$ cat config.mk
export PLATFORM = sky130hd
export DESIGN_NAME = motor_drive_supervisor
export DESIGN_NICKNAME = d
export VERILOG_FILES = /design/src/verilog/motor_pkg.sv /design/src/verilog/tri_carrier.sv /design/src/verilog/seq_divider.sv /design/src/verilog/motor_drive_supervisor.sv
export SDC_FILE = /design/constraint.sdc
export NUM_CORES = 2
export LEC_CHECK = 0
export ABC_CLOCK_PERIOD_IN_PS = 17850
export BUFFER_PORTS_ARGS = -buffer_cell sky130_fd_sc_hd__buf_2
export CAP_MARGIN = 15
export CELL_PAD_IN_SITES_DETAIL_PLACEMENT = 0
export CELL_PAD_IN_SITES_GLOBAL_PLACEMENT = 1
export CORE_MARGIN = 2
export CORE_UTILIZATION = 46
export DETAILED_ROUTE_END_ITERATION = 12
export PLACE_DENSITY_LB_ADDON = 0.1
export SYNTH_ARGS = -nofsm -noshare
export SYNTH_HDL_FRONTEND = slang
export SYNTH_SLANG_ARGS = --single-unit
$ cat constraint.sdc
create_clock -name clk_i -period 17.85 [get_ports clk_i]
set_input_delay 0 -clock clk_i [delete_from_list [all_inputs] [get_ports clk_i]]
set_output_delay 0 -clock clk_i [all_outputs]
set_load 0.1 [all_outputs]
$ cat src/verilog/motor_pkg.sv
// Constants, enumerations and converter, measurement and fault structs for the motor drive supervisor.
package motor_pkg;

    // Clock and monitoring timing.
    localparam int CLK_PERIOD_NS   = 100;
    localparam int MON_PERIOD_US   = 50;
    localparam int SPEED_PERIOD_US = 500;
    localparam int MON_CYCLES      = MON_PERIOD_US * 1000 / CLK_PERIOD_NS;
    localparam int CARRIER_PEAK    = MON_CYCLES / 2;
    localparam int STEP_TICKS      = SPEED_PERIOD_US / MON_PERIOD_US;

    // Converter scaling.
    localparam logic [31:0] ADC_FULL    = 32'h0000_0fff;
    localparam logic [11:0] SPD_MID     = 12'h800;
    localparam logic [11:0] SPD_MID_M1  = 12'h7ff;
    localparam logic [31:0] SPD_SPAN    = 32'h0000_07ff;
    localparam logic [31:0] SPD_MAX_RPM = 32'd2700;
    localparam logic [31:0] VBUS_MAX_MV = 32'd111000;
    localparam logic [31:0] I_SPAN_MA   = 32'd20000;
    localparam logic [31:0] I_MAX_MA    = 32'd10000;

    // Protection limits.
    localparam logic [15:0] OC_LIMIT_MA  = 16'd890;
    localparam logic [16:0] OV_LIMIT_MV  = 17'd28000;
    localparam logic [16:0] UV_LIMIT_MV  = 17'd14000;
    localparam logic [15:0] OS_LIMIT_RPM = 16'd3000;

    // Modulation fixed point: factor Q12, phase reference Q11.
    localparam int          M_FRAC   = 12;
    localparam int          REF_FRAC = 11;
    localparam logic [12:0] M_ONE    = 13'h1000;

    typedef enum logic [1:0] {
        SYS_INACTIVE = 2'h0,
        SYS_ACTIVE   = 2'h1,
        SYS_ERROR    = 2'h2
    } sys_e;

    typedef enum logic [1:0] {
        RUN_IDLE   = 2'h0,
        RUN_ALIGN  = 2'h1,
        RUN_OPEN   = 2'h2,
        RUN_CLOSED = 2'h3
    } run_e;

    typedef struct packed {
        logic [11:0] speed_ref;
        logic [11:0] bus_v;
        logic [11:0] iu;
        logic [11:0] iw;
    } adc_s;

    typedef struct packed {
        logic               ccw;
        logic        [11:0] speed_rpm;
        logic        [16:0] vbus_mv;
        logic signed [15:0] iu_ma;
        logic signed [15:0] iw_ma;
    } meas_s;

    typedef struct packed {
        logic ext_oc;
        logic over_current;
        logic over_voltage;
        logic under_voltage;
        logic over_speed;
    } fault_s;

endpackage : motor_pkg

$ cat src/verilog/tri_carrier.sv
// Up/down triangular carrier counter with a valley tick once per period.
`timescale 1ns/1ps
`default_nettype none
module tri_carrier #(
    parameter int PEAK = motor_pkg::CARRIER_PEAK
) (
    // Clock and reset
    input  wire logic        clk_i,
    input  wire logic        rst_i,
    // Carrier
    output logic      [15:0] carrier_o,
    output logic             valley_o
);
    localparam logic [15:0] PEAK_V = 16'(PEAK);

    logic [15:0] cnt_reg;
    logic [15:0] cnt_next;
    logic        up_reg;
    logic        up_next;

    if (PEAK < 2 || PEAK > 65535) begin : g_chk
        $error("tri_carrier: PEAK out of range");
    end

    always_comb begin
        up_next = up_reg;
        if (up_reg && cnt_reg == PEAK_V) begin
            up_next = 1'b0;
        end else if (!up_reg && cnt_reg == 16'h0) begin
            up_next = 1'b1;
        end
        cnt_next = up_next ? cnt_reg + 16'h1 : cnt_reg - 16'h1;
    end

    always_ff @(posedge clk_i) begin
        if (rst_i) begin
            cnt_reg <= 16'h0;
            up_reg  <= 1'b1;
        end else begin
            cnt_reg <= cnt_next;
            up_reg  <= up_next;
        end
    end

    assign carrier_o = cnt_reg;
    assign valley_o  = (cnt_reg == 16'h0);
endmodule : tri_carrier
`default_nettype wire

$ cat src/verilog/seq_divider.sv
// Sequential restoring divider, one quotient bit per clock.
`timescale 1ns/1ps
`default_nettype none
module seq_divider #(
    parameter int NW = 28,
    parameter int DW = 17
) (
    // Clock and reset
    input  wire logic          clk_i,
    input  wire logic          rst_i,
    // Request
    input  wire logic          start_i,
    input  wire logic [NW-1:0] num_i,
    input  wire logic [DW-1:0] den_i,
    // Result
    output logic      [NW-1:0] quo_o,
    output logic               done_o
);
    logic [NW-1:0] quo_reg, quo_next;
    logic [DW:0]   rem_reg, rem_next;
    logic [DW-1:0] den_reg, den_next;
    logic [7:0]    cnt_reg, cnt_next;
    logic          done_reg, done_next;
    logic [DW:0]   trial;

    if (NW < 2 || NW > 200 || DW < 1) begin : g_chk
        $error("seq_divider: widths out of range");
    end

    // A zero divisor yields an all-ones quotient, which callers saturate.
    always_comb begin
        quo_next  = quo_reg;
        rem_next  = rem_reg;
        den_next  = den_reg;
        cnt_next  = cnt_reg;
        done_next = 1'b0;
        trial     = {rem_reg[DW-1:0], quo_reg[NW-1]};
        if (start_i) begin
            quo_next = num_i;
            rem_next = '0;
            den_next = den_i;
            cnt_next = 8'(NW);
        end else if (cnt_reg != 8'h0) begin
            cnt_next = cnt_reg - 8'h1;
            if (trial >= {1'b0, den_reg}) begin
                rem_next = trial - {1'b0, den_reg};
                quo_next = {quo_reg[NW-2:0], 1'b1};
            end else begin
                rem_next = trial;
                quo_next = {quo_reg[NW-2:0], 1'b0};
            end
            done_next = (cnt_reg == 8'h1);
        end
    end

    always_ff @(posedge clk_i) begin
        if (rst_i) begin
            quo_reg  <= '0;
            rem_reg  <= '0;
            den_reg  <= '0;
            cnt_reg  <= 8'h0;
            done_reg <= 1'b0;
        end else begin
            quo_reg  <= quo_next;
            rem_reg  <= rem_next;
            den_reg  <= den_next;
            cnt_reg  <= cnt_next;
            done_reg <= done_next;
        end
    end

    assign quo_o  = quo_reg;
    assign done_o = done_reg;
endmodule : seq_divider
`default_nettype wire

$ cat src/verilog/motor_drive_supervisor.sv
// Motor drive supervisor: scaling, protection, system state and carrier PWM.
`timescale 1ns/1ps
`default_nettype none
// Operation
// RL1 - Sample start/stop switch; low requests start, high requests stop.
// RL2 - Clockwise: codes 800h..FFFh map linearly to 0..2700 rpm.
// RL3 - Counter-clockwise: codes 7FFh..000h map linearly to 0..2700 rpm.
// RL4 - Bus voltage code 000h..FFFh maps linearly to 0..111 V.
// RL5 - Phase current codes 000h..FFFh map linearly to -10..+10 A.
// RL6 - PWM output on while compare value exceeds triangular carrier, else off.
// RL7 - Compare value chosen so on-width over carrier period equals duty.
// RL8 - Modulation factor is voltage command over measured bus voltage.
// RL9 - System state has three values: inactive, active and error.
// RL10 - Run sequencing advances step by step only while active.
// RL11 - User events move state; device raises error on any fault.
// RL12 - Hardware over-current stop puts all PWM pins high impedance at once.
// RL13 - Each monitoring cycle, phase current above 0.89 A stops the drive.
// RL14 - Each monitoring cycle, bus voltage above 28 V stops the drive.
// RL15 - Each monitoring cycle, bus voltage below 14 V stops the drive.
// RL16 - Each monitoring cycle, speed above 3000 rpm stops the drive.
// RL17 - Bus voltage abnormality stops PWM on all phases.
// RL18 - Falling edge on external over-current input disables all six outputs.
// RL19 - Error persists, outputs off, until reset event; start ignored meanwhile.
// RL20 - Run sequencing returns to its first step when leaving active.
module motor_drive_supervisor #(
    parameter int PEAK       = motor_pkg::CARRIER_PEAK,
    parameter int STEP_TICKS = motor_pkg::STEP_TICKS
) (
    // Clock and reset
    input  wire logic                clk_i,
    input  wire logic                rst_i,
    // User events
    input  wire logic                start_stop_switch_i,
    input  wire logic                ev_reset_i,
    // Converter codes and control inputs
    input  wire motor_pkg::adc_s     adc_i,
    input  wire logic         [15:0] est_speed_i,
    input  wire logic         [15:0] volt_cmd_mv_i,
    input  wire logic  signed [11:0] phase_ref_i [3],
    input  wire logic                ext_overcurrent_input_i,
    // Power stage
    output logic              [5:0]  pwm_o,
    output logic              [5:0]  pwm_oe_o,
    // Status
    output motor_pkg::meas_s         meas_o,
    output motor_pkg::sys_e          sys_state_o,
    output motor_pkg::run_e          run_step_o,
    output motor_pkg::fault_s        fault_o,
    output logic              [12:0] mod_factor_o
);
    localparam int          HALF   = PEAK / 2;
    localparam logic [15:0] PEAK_V = 16'(PEAK);
    localparam logic [7:0]  STEP_V = 8'(STEP_TICKS - 1);

    // The divider needs 29 cycles, so a carrier period must be longer than that.
    if (PEAK < 15 || PEAK > 32767 || STEP_TICKS < 1 || STEP_TICKS > 256) begin : g_chk
        $error("motor_drive_supervisor: parameter out of range");
    end

    logic [15:0] carrier;
    logic        valley;

    tri_carrier #(.PEAK(PEAK)) u_carrier (
        .clk_i     (clk_i),
        .rst_i     (rst_i),
        .carrier_o (carrier),
        .valley_o  (valley)
    );

    // Measurement scaling, registered every clock.
    motor_pkg::meas_s meas_reg, meas_next;
    logic [11:0]      spd_diff;
    logic [31:0]      spd_t, vbus_t, iu_t, iw_t;

    always_comb begin
        meas_next.ccw = (adc_i.speed_ref < motor_pkg::SPD_MID);
        if (meas_next.ccw) begin
            spd_diff = motor_pkg::SPD_MID_M1 - adc_i.speed_ref; // RL3
        end else begin
            spd_diff = adc_i.speed_ref - motor_pkg::SPD_MID; // RL2
        end
        spd_t  = 32'(spd_diff) * motor_pkg::SPD_MAX_RPM / motor_pkg::SPD_SPAN;
        vbus_t = 32'(adc_i.bus_v) * motor_pkg::VBUS_MAX_MV / motor_pkg::ADC_FULL; // RL4
        iu_t   = 32'(adc_i.iu) * motor_pkg::I_SPAN_MA / motor_pkg::ADC_FULL
                 - motor_pkg::I_MAX_MA; // RL5
        iw_t   = 32'(adc_i.iw) * motor_pkg::I_SPAN_MA / motor_pkg::ADC_FULL
                 - motor_pkg::I_MAX_MA; // RL5
        meas_next.speed_rpm = spd_t[11:0];
        meas_next.vbus_mv   = vbus_t[16:0];
        meas_next.iu_ma     = iu_t[15:0];
        meas_next.iw_ma     = iw_t[15:0];
    end

    always_ff @(posedge clk_i) begin
        if (rst_i) begin
            meas_reg <= '0;
        end else begin
            meas_reg <= meas_next;
        end
    end

    // Protection checks: limits at each carrier valley, external input every clock.
    motor_pkg::sys_e   state_reg, state_next;
    logic [15:0]       iu_abs, iw_abs;
    logic              ext_prev_reg;
    logic              ext_fall;
    motor_pkg::fault_s fault_now, fault_reg, fault_next;
    logic              trip;

    assign iu_abs   = meas_reg.iu_ma[15] ? 16'(-meas_reg.iu_ma) : meas_reg.iu_ma;
    assign iw_abs   = meas_reg.iw_ma[15] ? 16'(-meas_reg.iw_ma) : meas_reg.iw_ma;
    assign ext_fall = ext_prev_reg & ~ext_overcurrent_input_i; // RL18

    always_comb begin
        fault_now.ext_oc        = ext_fall; // RL18
        fault_now.over_current  = valley && (iu_abs > motor_pkg::OC_LIMIT_MA
                                  || iw_abs > motor_pkg::OC_LIMIT_MA); // RL13
        fault_now.over_voltage  = valley && meas_reg.vbus_mv > motor_pkg::OV_LIMIT_MV; // RL14
        fault_now.under_voltage = valley && meas_reg.vbus_mv < motor_pkg::UV_LIMIT_MV; // RL15
        fault_now.over_speed    = valley && est_speed_i > motor_pkg::OS_LIMIT_RPM; // RL16
        trip = |fault_now; // RL11
        fault_next = fault_reg;
        if (state_reg == motor_pkg::SYS_ERROR && ev_reset_i) begin
            fault_next = '0;
        end
        fault_next = fault_next | fault_now;
    end

    always_ff @(posedge clk_i) begin
        if (rst_i) begin
            fault_reg    <= '0;
            ext_prev_reg <= 1'b1;
        end else begin
            fault_reg    <= fault_next;
            ext_prev_reg <= ext_overcurrent_input_i;
        end
    end

    // System state.
    always_comb begin
        state_next = state_reg;
        if (trip) begin
            state_next = motor_pkg::SYS_ERROR; // RL11
        end else begin
            case (state_reg) // RL9
                motor_pkg::SYS_INACTIVE: begin
                    if (valley && !start_stop_switch_i) begin
                        state_next = motor_pkg::SYS_ACTIVE; // RL1
                    end
                end
                motor_pkg::SYS_ACTIVE: begin
                    if (valley && start_stop_switch_i) begin
                        state_next = motor_pkg::SYS_INACTIVE; // RL1
                    end
                end
                motor_pkg::SYS_ERROR: begin
                    if (ev_reset_i) begin
                        state_next = motor_pkg::SYS_INACTIVE; // RL19
                    end
                end
                default: state_next = motor_pkg::SYS_ERROR;
            endcase
        end
    end

    always_ff @(posedge clk_i) begin
        if (rst_i) begin
            state_reg <= motor_pkg::SYS_INACTIVE;
        end else begin
            state_reg <= state_next;
        end
    end

    // Run sequencing, one step per speed control period.
    motor_pkg::run_e step_reg, step_next;
    logic [7:0]      tick_reg, tick_next;

    always_comb begin
        step_next = step_reg;
        tick_next = tick_reg;
        if (state_reg != motor_pkg::SYS_ACTIVE) begin
            step_next = motor_pkg::RUN_IDLE; // RL20
            tick_next = 8'h0;
        end else if (valley) begin
            if (tick_reg == STEP_V) begin
                tick_next = 8'h0;
                if (step_reg != motor_pkg::RUN_CLOSED) begin
                    step_next = motor_pkg::run_e'(step_reg + 2'h1); // RL10
                end
            end else begin
                tick_next = tick_reg + 8'h1;
            end
        end
    end

    always_ff @(posedge clk_i) begin
        if (rst_i) begin
            step_reg <= motor_pkg::RUN_IDLE;
            tick_reg <= 8'h0;
        end else begin
            step_reg <= step_next;
            tick_reg <= tick_next;
        end
    end

    // Modulation factor from voltage command and measured bus voltage.
    logic [27:0] quo;
    logic        div_done;
    logic [12:0] m_reg, m_next;

    seq_divider #(.NW(28), .DW(17)) u_div (
        .clk_i  (clk_i),
        .rst_i  (rst_i),
        .start_i(valley),
        .num_i  ({volt_cmd_mv_i, 12'h000}),
        .den_i  (meas_reg.vbus_mv),
        .quo_o  (quo),
        .done_o (div_done)
    );

    always_comb begin
        m_next = m_reg;
        if (div_done) begin
            m_next = (quo > 28'(motor_pkg::M_ONE)) ? motor_pkg::M_ONE : quo[12:0]; // RL8
        end
    end

    always_ff @(posedge clk_i) begin
        if (rst_i) begin
            m_reg <= 13'h0;
        end else begin
            m_reg <= m_next;
        end
    end

    // Per-phase compare values and carrier comparison.
    logic [15:0] cmp_reg [3];
    logic [2:0]  hi_next;
    logic [5:0]  pwm_reg;

    for (genvar p = 0; p < 3; p++) begin : g_phase
        logic signed [47:0] prod;
        logic signed [47:0] cmp_s;
        logic        [15:0] cmp_next;

        // Duty is one half plus m times the reference over two.
        always_comb begin
            prod  = 48'(signed'({1'b0, m_reg})) * 48'(phase_ref_i[p]) * 48'(HALF);
            cmp_s = 48'(HALF) + (prod >>> (motor_pkg::M_FRAC + motor_pkg::REF_FRAC)); // RL7
            cmp_next = cmp_reg[p];
            if (div_done) begin
                if (cmp_s < 0) begin
                    cmp_next = 16'h0;
                end else if (cmp_s > 48'(PEAK)) begin
                    cmp_next = PEAK_V;
                end else begin
                    cmp_next = cmp_s[15:0];
                end
            end
            hi_next[p] = (cmp_reg[p] > carrier); // RL6
        end

        always_ff @(posedge clk_i) begin
            if (rst_i) begin
                cmp_reg[p] <= 16'(HALF);
            end else begin
                cmp_reg[p] <= cmp_next;
            end
        end
    end

    // Switching stops outside the active state, which covers every fault.
    always_ff @(posedge clk_i) begin
        if (rst_i) begin
            pwm_reg <= 6'h00;
        end else if (state_next == motor_pkg::SYS_ACTIVE) begin
            pwm_reg <= {~hi_next, hi_next}; // RL6
        end else begin
            pwm_reg <= 6'h00; // RL17
        end
    end

    assign pwm_o        = pwm_reg;
    assign pwm_oe_o     = (state_reg == motor_pkg::SYS_ERROR || ext_fall) ? 6'h00 : 6'h3f; // RL12
    assign meas_o       = meas_reg;
    assign sys_state_o  = state_reg;
    assign run_step_o   = step_reg;
    assign fault_o      = fault_reg;
    assign mod_factor_o = m_reg;

    a_hiz_on_fall: assert property (@(posedge clk_i) disable iff (rst_i) // RL12
        ext_fall |-> pwm_oe_o == 6'h00 ##1 pwm_oe_o == 6'h00)
        else $error("outputs not released on external stop");
    a_err_on_fall: assert property (@(posedge clk_i) disable iff (rst_i) // RL18
        ext_fall |=> sys_state_o == motor_pkg::SYS_ERROR && fault_o.ext_oc)
        else $error("external stop did not enter error");
    a_oc_trip: assert property (@(posedge clk_i) disable iff (rst_i) // RL13
        valley && iu_abs > motor_pkg::OC_LIMIT_MA |=> sys_state_o == motor_pkg::SYS_ERROR)
        else $error("over-current not tripped");
    a_ov_trip: assert property (@(posedge clk_i) disable iff (rst_i) // RL14
        valley && meas_reg.vbus_mv > motor_pkg::OV_LIMIT_MV |=> fault_o.over_voltage)
        else $error("over-voltage not tripped");
    a_uv_trip: assert property (@(posedge clk_i) disable iff (rst_i) // RL15
        valley && meas_reg.vbus_mv < motor_pkg::UV_LIMIT_MV |=> pwm_o == 6'h00)
        else $error("under-voltage left outputs switching");
    a_os_trip: assert property (@(posedge clk_i) disable iff (rst_i) // RL16
        valley && est_speed_i > motor_pkg::OS_LIMIT_RPM |=> fault_o.over_speed)
        else $error("over-speed not tripped");
    a_err_sticky: assert property (@(posedge clk_i) disable iff (rst_i) // RL19
        sys_state_o == motor_pkg::SYS_ERROR && !ev_reset_i |=> sys_state_o == motor_pkg::SYS_ERROR)
        else $error("error state left without reset event");
    a_start_low: assert property (@(posedge clk_i) disable iff (rst_i) // RL1
        state_reg == motor_pkg::SYS_INACTIVE && valley && !start_stop_switch_i && !trip
        |=> sys_state_o == motor_pkg::SYS_ACTIVE)
        else $error("start request not honoured");
    a_step_home: assert property (@(posedge clk_i) disable iff (rst_i) // RL20
        $fell(state_reg == motor_pkg::SYS_ACTIVE) |=> run_step_o == motor_pkg::RUN_IDLE)
        else $error("run step not returned to idle");
    a_pwm_cmp: assert property (@(posedge clk_i) disable iff (rst_i) // RL6
        state_next == motor_pkg::SYS_ACTIVE && cmp_reg[0] > carrier |=> pwm_o[0] && !pwm_o[3])
        else $error("phase output not on above carrier");

    c_active: cover property (@(posedge clk_i) disable iff (rst_i)
        sys_state_o == motor_pkg::SYS_ACTIVE);
    c_closed: cover property (@(posedge clk_i) disable iff (rst_i)
        run_step_o == motor_pkg::RUN_CLOSED);
    c_ext_stop: cover property (@(posedge clk_i) disable iff (rst_i) ext_fall);
    c_recover: cover property (@(posedge clk_i) disable iff (rst_i)
        sys_state_o == motor_pkg::SYS_ERROR ##1 sys_state_o == motor_pkg::SYS_INACTIVE);
endmodule : motor_drive_supervisor
`default_nettype wire

==> summary.log <==
[status] run status complete, no violations
[synthesis] Yosys warnings 0
[clock_tree] clock tree from TritonCTS yes
[synthesis] Post-Synthesis Cell Area 66980 µm²
[clock_tree] level count of the clock H-tree 1
[timing] number of max-slew violations in the final report 0
[detailed_routing] detailed-router iteration count before antenna repair 8
[global_routing] M3 GR Usage 0.01469
[worst_setup_path] worst setup path category in -> reg
[timing] worst-margin pin slew 1.155 ns
[global_routing] met2 usage in global routing 0.4242
[clock_tree] clock-pin slew of the registers on the worst-case setup and hold paths 0.06 ns
[timing] Final WS setup 0.9005 ns
[finish] Largest register FFs 62
[finish] final-layout fill cell count 14550
[clock_tree] buffer type at the clock tree root sky130_fd_sc_hd__clkbuf_16
[die] die area 148700 µm²
[finish] area used by sequential logic in the layout 4404 µm²
[synthesis] top cell type's share of synthesized area 0.2182
[clock_tree] number of sinks handled by clock tree synthesis 220
[worst_setup_path] startpoint of the most critical register-to-register path mod_factor_o[4]
[die] Placement Rows 140
[detailed_routing] via count normalized by instance count 5.698
[synthesis] syn avg cell area 7.993 µm²
[clock_tree] Worst-Skew Late Latency 0.61 ns
[die] y dimension of the die 385.6 µm
[timing] time the worst path needs with I/O delays and setup 16.95 ns
[die] number of ports placed on the die boundary 217
[place] number of buffers inserted by port buffering 216
[worst_setup_path] Reg-to-Reg End cmp_reg[0][1]
[global_routing] total global routing overflow 0
[synthesis] number of enable-type register cells in the synthesized netlist 0
[global_routing] first-pass GRT wire length 307.6 mm
[synthesis] sequential share of the synthesized area 0.06575
[synthesis] number of instances in the synthesized netlist 8380
[worst_setup_path] Slowest cell on crit path sky130_fd_sc_hd__or4b_4
[min_path] end of the worst hold path ext_prev_reg
[worst_setup_path] type of element launching the critical path input pin
[timing] worst clock skew on the final layout 0.02495 ns
[detailed_routing] wirelength, routed 185.0 mm
[global_routing] number of global-route vias before repair 59740
[worst_setup_path] depth of the most critical reg-to-reg path 57
[clock_tree] number of buffers on the longest clock path 3
[worst_setup_path] worst endpoint required time 18.30 ns
[detailed_routing] number of routed nets with antenna violations 0
[synthesis] biggest area contributors in the synthesized netlist sky130_fd_sc_hd__fa_1 22%, sky130_fd_sc_hd__ha_1 16%, sky130_fd_sc_hd__inv_1 6.8%
[global_routing] largest net degree at the start of global routing 85
[place] setup slack after placement -0.005702 ns
[finish] layout cells sized above 1 0.09172
[global_routing] initial antenna violation count 7
[detailed_routing] number of DRC violations after detailed routing 0
[worst_setup_path] critical path peak fanout 11
[synthesis] post-synthesis net count 10110
[die] initial cell density of the core 0.4618
[timing] Final setup violation count 0
[min_path] cell depth of the worst hold path 3
[worst_setup_path] R2R setup slack 5.06 ns
[min_path] worst hold path class in -> reg
[timing] relative slew slack 0.2240
[place] hpwl dp 153.8 mm
[detailed_routing] via count 60210
[global_routing] Total Routing Usage GR 0.2471
[clock_tree] number of buffers inserted during clock tree synthesis 27
[timing] top achievable clock speed 59.00 MHz
[detailed_routing] Detailed Route Iter0 Violations 3195
[worst_setup_path] CP max stage delay 0.58 ns
[synthesis] number of library cell types mapped by synthesis 137
[synthesis] count of state elements after synthesis 220
[finish] # nets final 10350
[die] Core Footprint 145000 µm²
[min_path] Worst Min Path Start ext_overcurrent_input_i
[finish] area used by multi-input combinational logic 57370 µm²
[synthesis] Async SR Flop Fraction 0
[die] die extent in x 385.6 µm
[worst_setup_path] endpoint class of the critical path register
[worst_setup_path] Arrival @ worst endpoint 17.40 ns
[detailed_routing] routed length per instance 17.51 µm
[synthesis] post-synthesis cell type with the largest combined area sky130_fd_sc_hd__fa_1
[global_routing] layer with the highest usage after global routing met2
[timing] Fin. Hold Viols 0
[synthesis] dominant synthesized flop cell sky130_fd_sc_hd__dfxtp_1
[finish] synthesis-to-layout area growth 8.732%
[global_routing] met1 Resource Use GR 0.3445
[timing] period utilisation layout 0.9496
[job] max-capacitance violation count 0
[place] weighted congestion at the end of routability-driven global placement 0.9020
[layout make-up]
cell class | instances | area share
Timing Repair Buffer | 471 | 0.04245
Multi-Input combinational cell | 6686 | 0.7877
Clock buffer | 34 | 0.009912
Sequential cell | 220 | 0.06047
Tap cell | 1917 | 0.03293
Antenna cell | 4 | 0.0001374
Clock inverter | 15 | 0.003504
Inverter | 1220 | 0.06287
[critical path, delay by kind of cell]
family / cells / cell delay [ns]
multiplexers: 4 / 1.43
AO/OA/AOI/OAI: 18 / 4.89
buffers and inverters: 8 / 0.98
XOR/XNOR: 3 / 0.61
AND/OR/NAND/NOR: 22 / 6.36
adder cells (fa/ha/maj): 8 / 3.12
[through the flow]
stage | util | std cells | area, µm² | hold slack, ns | TNS (ns)
6_report | 0.5022 | 10570 | 72830 | 0.1421 | 0
5_1_grt | 0.5021 | 10570 | 72830 | 0.1387 | -0.08021
4_1_cts | 0.4984 | 10550 | 72290 | 0.1067 | 0
3_5_place_dp | 0.4897 | 10470 | 71020 | 0.2114 | -0.005702
3_3_place_gp | 0.4896 | 10470 | 71010 | 0.2055 | 0
2_1_floorplan | - | 8380 | 66980 | 0.1066 | 0
[metal layers]
layer | up-vias | share of wire
li1 | 29430 | -
met1 | 29370 | 0.47
met2 | 1216 | 0.48
met3 | 189 | 0.036
met4 | 4 | 0.017
met5 | - | 0.00013
[cell usage after synthesis (all sizes together), types with 28 or more instances]
library cell  instances
nor3                184
xnor2               301
o31a                 32
nand4               100
a21boi               32
o21a                 82
fa                  730
nand2b              101
a21o                116
a211o                30
nor4                 91
clkbuf              200
nand3               185
and2                256
a31oi                91
mux2i                53
o211ai               87
nand2               836
a311oi               35
and4                 36
ha                  876
o31ai                54
o22ai                28
a2111oi              29
dfxtp               220
o21bai               73
and3                 84
or3                  69
a21oi               428
o21ai               329
a211oi              101
or4                  36
or2                  67
buf                  54
nor2b                89
xor2                106
inv                1218
nor2                510
[layout by cell type, fill, tap and decap left out, types with 178 or more instances in the layout]
cell and n:
sky130_fd_sc_hd__a21oi_1 411, sky130_fd_sc_hd__and2_1 250, sky130_fd_sc_hd__buf_2 216, sky130_fd_sc_hd__buf_4 224
sky130_fd_sc_hd__dfxtp_1 220, sky130_fd_sc_hd__fa_1 730, sky130_fd_sc_hd__ha_1 875, sky130_fd_sc_hd__inv_1 1217
sky130_fd_sc_hd__nand2_1 834, sky130_fd_sc_hd__nand3_1 178, sky130_fd_sc_hd__nor2_1 508, sky130_fd_sc_hd__o21ai_0 293
sky130_fd_sc_hd__xnor2_1 299
[timing repair]
| action | 4_1_cts | 5_1_grt |
|---|---|---|
| resized for setup | 0 | 82 |
| hold buffers | 29 | 0 |
| setup endpoints to repair | 0 | 6 |
| endpoints found under the hold margin | 85 | 0 |
| buffers inserted | 0 | 12 |
[cells by family (layout without fill, tap and decap cells)]
family | count (synthesis) | in the layout | share of synthesized area
other | 0 | 4 | 0
and+or+nand+nor | 2730 | 2730 | 0.2071
DFF | 220 | 220 | 0.06575
adders and majority gates | 1616 | 1616 | 0.3833
xor gates and xnor gates | 407 | 407 | 0.05333
muxes | 76 | 76 | 0.01203
buffers and inverters | 1474 | 1740 | 0.08439
AOI/OAI and AO/OA | 1857 | 1857 | 0.1941
[how the worst max path moves through the flow]
stage	start	endpoint	cells past startpoint	slack [ns]
detailed placement	adc_i[6]	meas_o[0]	65	-0.006
finish	adc_i[30]	meas_o[32]	63	0.90
global route	adc_i[17]	meas_o[16]	67	-0.06
floorplan	adc_i[4]	meas_o[0]	68	1.34
CTS	adc_i[6]	meas_o[0]	65	0.57
global placement	adc_i[16]	meas_o[16]	66	0.01
Power is not shown: default switching activity piles up to over one toggle a cycle in this logic, so the estimate is an artifact.
